==> src/hw/stei_defs.svh <==
// constants for the serial transmit escape interpreter
`ifndef STEI_DEFS_SVH
`define STEI_DEFS_SVH

// escape byte and control codes
`define STEI_ESC          8'h1b
`define STEI_CODE_BREAK   8'h11
`define STEI_CODE_NINTH   8'h12
`define STEI_CODE_PAUSE   8'h13
`define STEI_CODE_RTS     8'h14

// timing, each in its own unit
`define STEI_CLK_NS       10
`define STEI_BAUD         115200
`define STEI_BRK_UNIT_US  100
`define STEI_PAUSE_UNIT_MS 1

// frame lengths in bit times, start and stop included
`define STEI_FRAME_W      11
`define STEI_BITS_8       4'ha
`define STEI_BITS_9       4'hb

// reset values
`define STEI_RTS_RST      1'b0
`define STEI_NINTH_RST    1'b0

`endif

==> src/hw/stei_pkg.sv <==
// types shared by the escape interpreter files
package stei_pkg;

	typedef enum logic [2:0] {
		ST_IDLE,
		ST_ESC,
		ST_PARAM,
		ST_SEND,
		ST_BREAK,
		ST_PAUSE
	} stei_state_t;

	typedef struct packed {
		logic       valid;
		logic [7:0] data;
	} stei_stream_t;

endpackage

==> src/hw/stei_tick.sv <==
// enable-pulse divider, restarted by a clear
`timescale 1ns/100ps
module stei_tick #(
	parameter int DIV = 868
) (
	// clock and reset
	input  wire logic core_clk,
	input  wire logic rstn,
	// control
	input  wire logic clr,
	// enable pulse
	output logic      tick
);
	localparam int W = (DIV > 1) ? $clog2(DIV) : 1;

	logic [W-1:0] cnt_q;
	wire          at_end = (cnt_q == W'(DIV - 1));

	// first pulse lands in the DIV-th cycle after clear drops
	assign tick = !clr && at_end;

	always_ff @(posedge core_clk or negedge rstn)
	begin
		if (!rstn)
			cnt_q <= '0;
		else if (clr || at_end)
			cnt_q <= '0;
		else
			cnt_q <= cnt_q + W'(1);
	end
endmodule

==> src/hw/stei_top.sv <==
// serial transmitter that executes in-band escape sequences
`timescale 1ns/100ps
`include "stei_defs.svh"
module stei_top import stei_pkg::*; #(
	parameter int P_BIT_CYC   = 1000000000 / (`STEI_CLK_NS * `STEI_BAUD),
	parameter int P_BRK_CYC   = `STEI_BRK_UNIT_US * 1000 / `STEI_CLK_NS,
	parameter int P_PAUSE_CYC = `STEI_PAUSE_UNIT_MS * 1000000 / `STEI_CLK_NS
) (
	// clock and reset
	input  wire logic   core_clk,
	input  wire logic   rstn,
	// outgoing character stream from the host
	input  stei_stream_t in_s,
	output logic         in_ready,
	// configuration
	input  wire logic   nine_bit_mode_on,
	// line side
	output logic         tx_out,
	output logic         rts_out
);
	stei_state_t state_q, state_d;
	logic [7:0]  code_q;
	logic [7:0]  remain_q;
	logic [7:0]  dur_q;
	logic        ninth_q;
	logic        rts_q;
	logic [`STEI_FRAME_W-1:0] shift_q;
	logic [3:0]  bits_q;
	logic        tx_q;
	logic        tx_d;
	logic        bit_tick, brk_tick, ms_tick;

	assign in_ready = (state_q == ST_IDLE) || (state_q == ST_ESC) || (state_q == ST_PARAM);

	wire       accept    = in_s.valid && in_ready;
	wire [7:0] prm       = in_s.data;
	wire       is_esc    = (in_s.data == `STEI_ESC);
	wire       load_char = accept && (state_q == ST_IDLE) && !is_esc;
	wire       seq_done  = accept && (state_q == ST_PARAM);
	wire       prm_bit   = (prm[7:1] == 7'h00);
	wire       do_brk    = seq_done && (code_q == `STEI_CODE_BREAK) && (prm != 8'h00);
	wire       do_pause  = seq_done && (code_q == `STEI_CODE_PAUSE) && (prm != 8'h00);
	wire       set_ninth = seq_done && (code_q == `STEI_CODE_NINTH) && prm_bit;
	wire       set_rts   = seq_done && (code_q == `STEI_CODE_RTS) && prm_bit;
	wire       wait_tick = (state_q == ST_BREAK) ? brk_tick : ms_tick;
	wire       time_up   = wait_tick && (remain_q == 8'h01);
	wire       last_bit  = bit_tick && (bits_q == 4'h1);

	// ninth bit only framed in nine-bit mode
	// no parity slot, single stop bit
	wire [`STEI_FRAME_W-1:0] frame = nine_bit_mode_on ?
		{1'b1, ninth_q, in_s.data, 1'b0} : {2'b11, in_s.data, 1'b0};
	wire [3:0] frame_bits = nine_bit_mode_on ? `STEI_BITS_9 : `STEI_BITS_8;

	// dividers restart on entry so every interval is whole
	stei_tick #(.DIV(P_BIT_CYC)) u_bit (
		.core_clk (core_clk),
		.rstn     (rstn),
		.clr      (state_q != ST_SEND),
		.tick     (bit_tick)
	);
	stei_tick #(.DIV(P_BRK_CYC)) u_brk (
		.core_clk (core_clk),
		.rstn     (rstn),
		.clr      (state_q != ST_BREAK),
		.tick     (brk_tick)
	);
	stei_tick #(.DIV(P_PAUSE_CYC)) u_ms (
		.core_clk (core_clk),
		.rstn     (rstn),
		.clr      (state_q != ST_PAUSE),
		.tick     (ms_tick)
	);

	// escape bytes steer the state, never the shifter
	always_comb
	begin
		state_d = state_q;
		unique case (state_q)
			ST_IDLE:
				if (accept)
					state_d = is_esc ? ST_ESC : ST_SEND;
			ST_ESC:
				if (accept)
					state_d = ST_PARAM;
			ST_PARAM:
				if (accept)
					state_d = do_brk ? ST_BREAK : (do_pause ? ST_PAUSE : ST_IDLE);
			ST_SEND:
				if (last_bit)
					state_d = ST_IDLE;
			// stays put until the last tick of the break
			ST_BREAK:
				if (time_up)
					state_d = ST_IDLE;
			ST_PAUSE:
				if (time_up)
					state_d = ST_IDLE;
		endcase
	end

	assign tx_d = (state_q == ST_SEND) ? shift_q[0] : (state_q != ST_BREAK);

	always_ff @(posedge core_clk or negedge rstn)
	begin
		if (!rstn)
		begin
			state_q <= ST_IDLE;
			tx_q    <= 1'b1;
		end
		else
		begin
			state_q <= state_d;
			tx_q    <= tx_d;
		end
	end

	always_ff @(posedge core_clk or negedge rstn)
	begin
		if (!rstn)
			code_q <= 8'h00;
		else if (accept && (state_q == ST_ESC))
			code_q <= in_s.data;
	end

	// break and pause share one countdown
	// loaded with the millisecond count too
	always_ff @(posedge core_clk or negedge rstn)
	begin
		if (!rstn)
		begin
			remain_q <= 8'h00;
			dur_q    <= 8'h00;
		end
		else if (do_brk || do_pause)
		begin
			remain_q <= prm;
			dur_q    <= prm;
		end
		else if (((state_q == ST_BREAK) || (state_q == ST_PAUSE)) && wait_tick)
			remain_q <= remain_q - 8'h01;
	end

	// ninth bit kept for later characters
	always_ff @(posedge core_clk or negedge rstn)
	begin
		if (!rstn)
			ninth_q <= `STEI_NINTH_RST;
		else if (set_ninth)
			ninth_q <= prm[0];
	end

	// parameter 0 drives high, 1 drives low
	always_ff @(posedge core_clk or negedge rstn)
	begin
		if (!rstn)
			rts_q <= `STEI_RTS_RST;
		else if (set_rts)
			rts_q <= !prm[0];
	end

	always_ff @(posedge core_clk or negedge rstn)
	begin
		if (!rstn)
		begin
			shift_q <= '1;
			bits_q  <= 4'h0;
		end
		else if (load_char)
		begin
			shift_q <= frame;
			bits_q  <= frame_bits;
		end
		else if ((state_q == ST_SEND) && bit_tick)
		begin
			shift_q <= {1'b1, shift_q[`STEI_FRAME_W-1:1]};
			bits_q  <= bits_q - 4'h1;
		end
	end

	assign tx_out  = tx_q;
	assign rts_out = rts_q;

	// cycles spent in the current state, for the timing checks
	logic [31:0] dwell_q;
	always_ff @(posedge core_clk or negedge rstn)
	begin
		if (!rstn)
			dwell_q <= 32'h0;
		else if (state_d != state_q)
			dwell_q <= 32'h0;
		else
			dwell_q <= dwell_q + 32'h1;
	end

	wire brk_exit   = (state_q == ST_BREAK) && (state_d != ST_BREAK);
	wire pause_exit = (state_q == ST_PAUSE) && (state_d != ST_PAUSE);

	a_esc_not_sent: assert property (@(posedge core_clk) disable iff (!rstn)
		(accept && (state_q == ST_IDLE) && is_esc) |=> (state_q == ST_ESC) ##0 tx_q [*2])
		else $error("escape byte reached the line");
	a_break_len: assert property (@(posedge core_clk) disable iff (!rstn)
		brk_exit |-> (dwell_q == 32'(int'(dur_q) * P_BRK_CYC - 1)))
		else $error("break length wrong");
	// host held off for the whole break, the line one cycle behind the state
	a_break_space: assert property (@(posedge core_clk) disable iff (!rstn)
		(state_q == ST_BREAK) |-> !in_ready ##1 !tx_q)
		else $error("line not spacing during break");
	a_ninth_zero: assert property (@(posedge core_clk) disable iff (!rstn)
		(load_char && nine_bit_mode_on && !ninth_q) |=> !shift_q[9] && shift_q[10])
		else $error("ninth bit not zero");
	a_ninth_one: assert property (@(posedge core_clk) disable iff (!rstn)
		(load_char && nine_bit_mode_on && ninth_q) |=> shift_q[9] && !shift_q[0])
		else $error("ninth bit not one");
	a_eight_bit_frame: assert property (@(posedge core_clk) disable iff (!rstn)
		(load_char && !nine_bit_mode_on) |=> shift_q[9] && (bits_q == 4'ha))
		else $error("ninth bit leaked into eight-bit frame");
	a_frame_len: assert property (@(posedge core_clk) disable iff (!rstn)
		(load_char && nine_bit_mode_on) |=> (bits_q == 4'hb) && !shift_q[0] && shift_q[10])
		else $error("nine-bit frame not start plus nine plus one stop");
	a_pause_len: assert property (@(posedge core_clk) disable iff (!rstn)
		pause_exit |-> (dwell_q == 32'(int'(dur_q) * P_PAUSE_CYC - 1)))
		else $error("pause length wrong");
	a_rts_high: assert property (@(posedge core_clk) disable iff (!rstn)
		(set_rts && !prm[0]) |=> rts_out)
		else $error("handshake not high");
	a_rts_low: assert property (@(posedge core_clk) disable iff (!rstn)
		(set_rts && prm[0]) |=> !rts_out)
		else $error("handshake not low");

	c_break: cover property (@(posedge core_clk) disable iff (!rstn) brk_exit);
	c_pause: cover property (@(posedge core_clk) disable iff (!rstn) pause_exit);
	c_nine_bit: cover property (@(posedge core_clk) disable iff (!rstn)
		load_char && nine_bit_mode_on && ninth_q);
	c_rts_set: cover property (@(posedge core_clk) disable iff (!rstn) set_rts);
endmodule

==> config.mk <==
export PLATFORM = sky130hd
export DESIGN_NAME = stei_top
export DESIGN_NICKNAME = d
export VERILOG_FILES = /design/src/hw/stei_pkg.sv /design/src/hw/stei_tick.sv /design/src/hw/stei_top.sv
export VERILOG_INCLUDE_DIRS = /design/src /design/src/hw
export SDC_FILE = /design/constraint.sdc
export NUM_CORES = 1
export LEC_CHECK = 0
export BUFFER_PORTS_ARGS = -buffer_cell sky130_fd_sc_hd__buf_2
export CAP_MARGIN = 5
export CORE_MARGIN = 2
export CORE_UTILIZATION = 60
export DETAILED_ROUTE_END_ITERATION = 7
export PLACE_DENSITY = 0.87
export SLEW_MARGIN = 20
export SYNTH_ARGS = -nofsm -noshare
export SYNTH_HDL_FRONTEND = slang
export SYNTH_SLANG_ARGS = --single-unit
==> constraint.sdc <==
create_clock -name core_clk -period 2.7 [get_ports core_clk]
set_input_delay 0.135 -clock core_clk [delete_from_list [all_inputs] [get_ports core_clk]]
set_output_delay 0.135 -clock core_clk [all_outputs]
set_load 0.01 [all_outputs]
==> run_results.csv <==
group,metric,value,unit
route,drcViolationCount,0,
floorplanning,core_area,6390,um2
layout,drive_gt1_frac,0.169,
logic_synthesis,synth_area,3970,um2
logic_synthesis,synth_cell_types,60,
logic_synthesis,seq_area_frac_synth,0.489,
global_routing,grt_use_total,0.240,
layout,post-route-util,0.679,
logic_synthesis,synth_fa_ha_area_frac,0.0221,
sta,finClkSkew,6.17,ps
setup_path,critPathCapture,"remain_q[7]$_DFFE_PN0P_",
logic_synthesis,synth_commonest_cells,"dfrtp_1, nor2_1, nand2_1",
setup_path,r2r-start,"u_brk.cnt_q[0]$_DFF_PN0_",
setup_path,r2r_end,"remain_q[7]$_DFFE_PN0P_",
logic_synthesis,synth_enable_flop_cells,0,
logic_synthesis,yosys_warnings,0,
cts,clk_latency,350,ps
logic_synthesis,synth.most_common_cell,"dfrtp_1",
layout,n_antenna_cell,0,
pwr,power,2.18,mW
logic_synthesis,synthFlopType,"dfrtp_1",
cts,clkTransAtPathRegs,80,ps
setup_path,worstPathArrival,2280,ps
setup_path,crit_path_start,"u_brk.cnt_q[0]$_DFF_PN0_",
global_routing,antenna_found_initial,0,
cts,cts_buffers,9,
floorplanning,die_area,7270,um2
place,io_buffers,14,
floorplanning,ios,15,
layout,instances_no_fill,486,
setup_path,endpoint_kind,"flip-flop",
logic_synthesis,netlist.area_leader.share,0.417,
cts,h-tree-depth,3,
logic_synthesis,muxShareOfSynthArea,0.0559,
floorplanning,initial_utilization,0.621,
route,drt_iter0_markers,219,
route,drtPass1Iterations,5,
global_routing,grt_pass1_wl,13800,um
floorplanning,die_w,85.3,um
sta,worst_pin_slew,952,ps
setup_path,startpoint_type,"flip-flop",
cts,root_buffer,"clkbuf_8",
logic_synthesis,async_reset_ff_frac,1.00,
logic_synthesis,ys_ff_latch,77,
logic_synthesis,ys_top_cells_by_area,"dfrtp_1, dfstp_2, nor2_1, xor2_1, nand2_1",
layout,fin_nets,423,
sta,setup_tns,0,ps
cts,clock_path_buffers,2,
sta,finalCriticalPeriod,2060,ps
logic_synthesis,synth.net_count,405,
sta,min_period_over_period,0.763,
logic_synthesis,synth_top_cell_by_area,"dfrtp_1",
sta,relSlewSlack,0.366,
floorplanning,die_y,85.3,um
setup_path,critPathRequiredTime,2920,ps
route,ant_nets,0,
sta,maxSlewViolCount,0,
sta,finalSetupViolCount,0,
pwr,ir_drop,0.000380,V
pwr,leakagePower,1.79,nW
cts,cts_tree,"yes",
global_routing,overflow,0,
global_routing,grt_pass1_vias,2895,
setup_path,ff2ff_path_depth,6,
logic_synthesis,avgSynthCellArea,10.3,um2
floorplanning,num_rows,29,
logic_synthesis,yosys.area_share.simple,0.254,
place,hpwl,5470,um
sta,fin_ws,640,ps
setup_path,criticalPathCategory,"reg2reg",
pwr,p_per_area,503,nW/um2
route,viasPerCell,6.05,
job,cap_violations,0,
route,wirelength,8010,um
logic_synthesis,synth_xor_area_frac,0.0773,
place,gp_congestion,0.897,
place,dp_slack,633,ps
setup_path,ff2ff_setup_slack,640,ps
cts,cts.sinks,77,
place,dp_cells,468,
route,wl_per_cell,16.5,um
layout,area_growth,9.44,%
min_path,min-delay-path-class,"in2reg",
outcome,status,"complete, no violations",
setup_path,crit_path_max_fanout,10,
route,dr_total_vias,2941,
sta,rsz0062_at_grt,"false",
logic_synthesis,synth_compound_area_frac,0.0719,
sta,hold_violations,0,
global_routing,grt_max_degree,78,
logic_synthesis,syn_inst,386,
sta,fmax,485,MHz
logic_synthesis,synth_top_family_by_area,"simple AND/OR/NAND/NOR gates",
what timing repair did:
item,CTS,global route
setup buffers,0,0
hold endpoints to repair,67,0
hold buffers,2,0
resized for setup,0,0
kinds of logic (layout without fill, tap and decap cells):
logic type | count (synthesis) | in the layout
XOR/XNOR | 35 | 35
AO/OA/AOI/OAI | 44 | 44
flip-flops | 77 | 77
buffers and inverters | 22 | 45
multiplexers | 21 | 21
AND/OR/NAND/NOR | 180 | 180
adder cells (fa/ha/maj) | 7 | 7
worst max-delay path, cell delays in order (launching register included):
cell and delay [ps]:
dfrtp_1 400, ha_1 190, and3_1 230, nand4_1 250, o22a_1 400, o311ai_1 340
o211ai_1 130
layout by cell type, fill, tap and decap left out, drive strengths merged, types with 3 or more instances in the layout:
cell,synthesis,final
and3,7,7
mux2,9,9
inv,11,11
nor4,6,6
nor3b,3,3
o22ai,3,3
mux2i,12,12
xnor2,14,14
o211ai,5,5
or4,3,3
nand3b,4,4
clkinv,0,3
nor2,53,53
nand3,15,15
nand2,35,35
o311ai,4,4
buf,7,16
or2,5,5
dfstp,11,11
dfrtp,66,66
or3,8,8
o21ai,15,15
clkbuf,4,11
and4,4,4
nand4,11,11
nor3,11,11
nand2b,4,4
xor2,21,21
ha,7,7
a21oi,7,7
state kept, by name, indices dropped and copies added (netlist names), 3 cells and up:
| signal | flops |
|---|---|
| bits_q | 4 |
| code_q | 8 |
| remain_q | 8 |
| shift_q | 10 |
| state_q | 3 |
| u_bit.cnt_q | 10 |
| u_brk.cnt_q | 14 |
| u_ms.cnt_q | 17 |
worst min-delay path by stage:
stage / from / end / slack (ps) / depth (start not counted)
after floorplan: rstn / bits_q[0]$_DFFE_PN0P_ / -160 / 0
after global placement: nine_bit_mode_on / shift_q[9]$_DFFE_PN1P_ / 300 / 2
after detailed placement: nine_bit_mode_on / shift_q[9]$_DFFE_PN1P_ / 330 / 2
after CTS: in_s[5] / shift_q[6]$_DFFE_PN1P_ / 20 / 3
after global routing: in_s[6] / shift_q[7]$_DFFE_PN1P_ / 30 / 3
final: in_s[5] / shift_q[6]$_DFFE_PN1P_ / 30 / 3
through the flow:
stage	cell area [um2]	hold slack, ps
after floorplan	3970	-161
after global placement	4080	305
after detailed placement	4080	325
after CTS	4340	18.6
after global routing	4340	30.0
final	4340	31.7
layout make-up:
cell class                 count  area (um2)
fill                         465        2050
sequential                    77        1940
multi-input combinational    287        1920
clock buffer                  11         174
timing repair buffer          18         108
tap                           77        96.3
clock inverter                 5        63.8
inverter                      11        41.3
layer usage:
layer	wire, um	part of all wire	global-route usage	vias up
met5	0	0	0	-
met4	187	0.023	0.0967	0
met3	343	0.043	0.0516	23
met2	4110	0.51	0.394	85
met1	3370	0.42	0.310	1436
li1	-	-	-	1397
report_power, final:
part	switching, mW	internal (mW)
sequential	0	1.15
combinational	0.0355	0.00982
clock	0.442	0.544
total	0.478	1.71
Power figures use the tool's default switching activity.
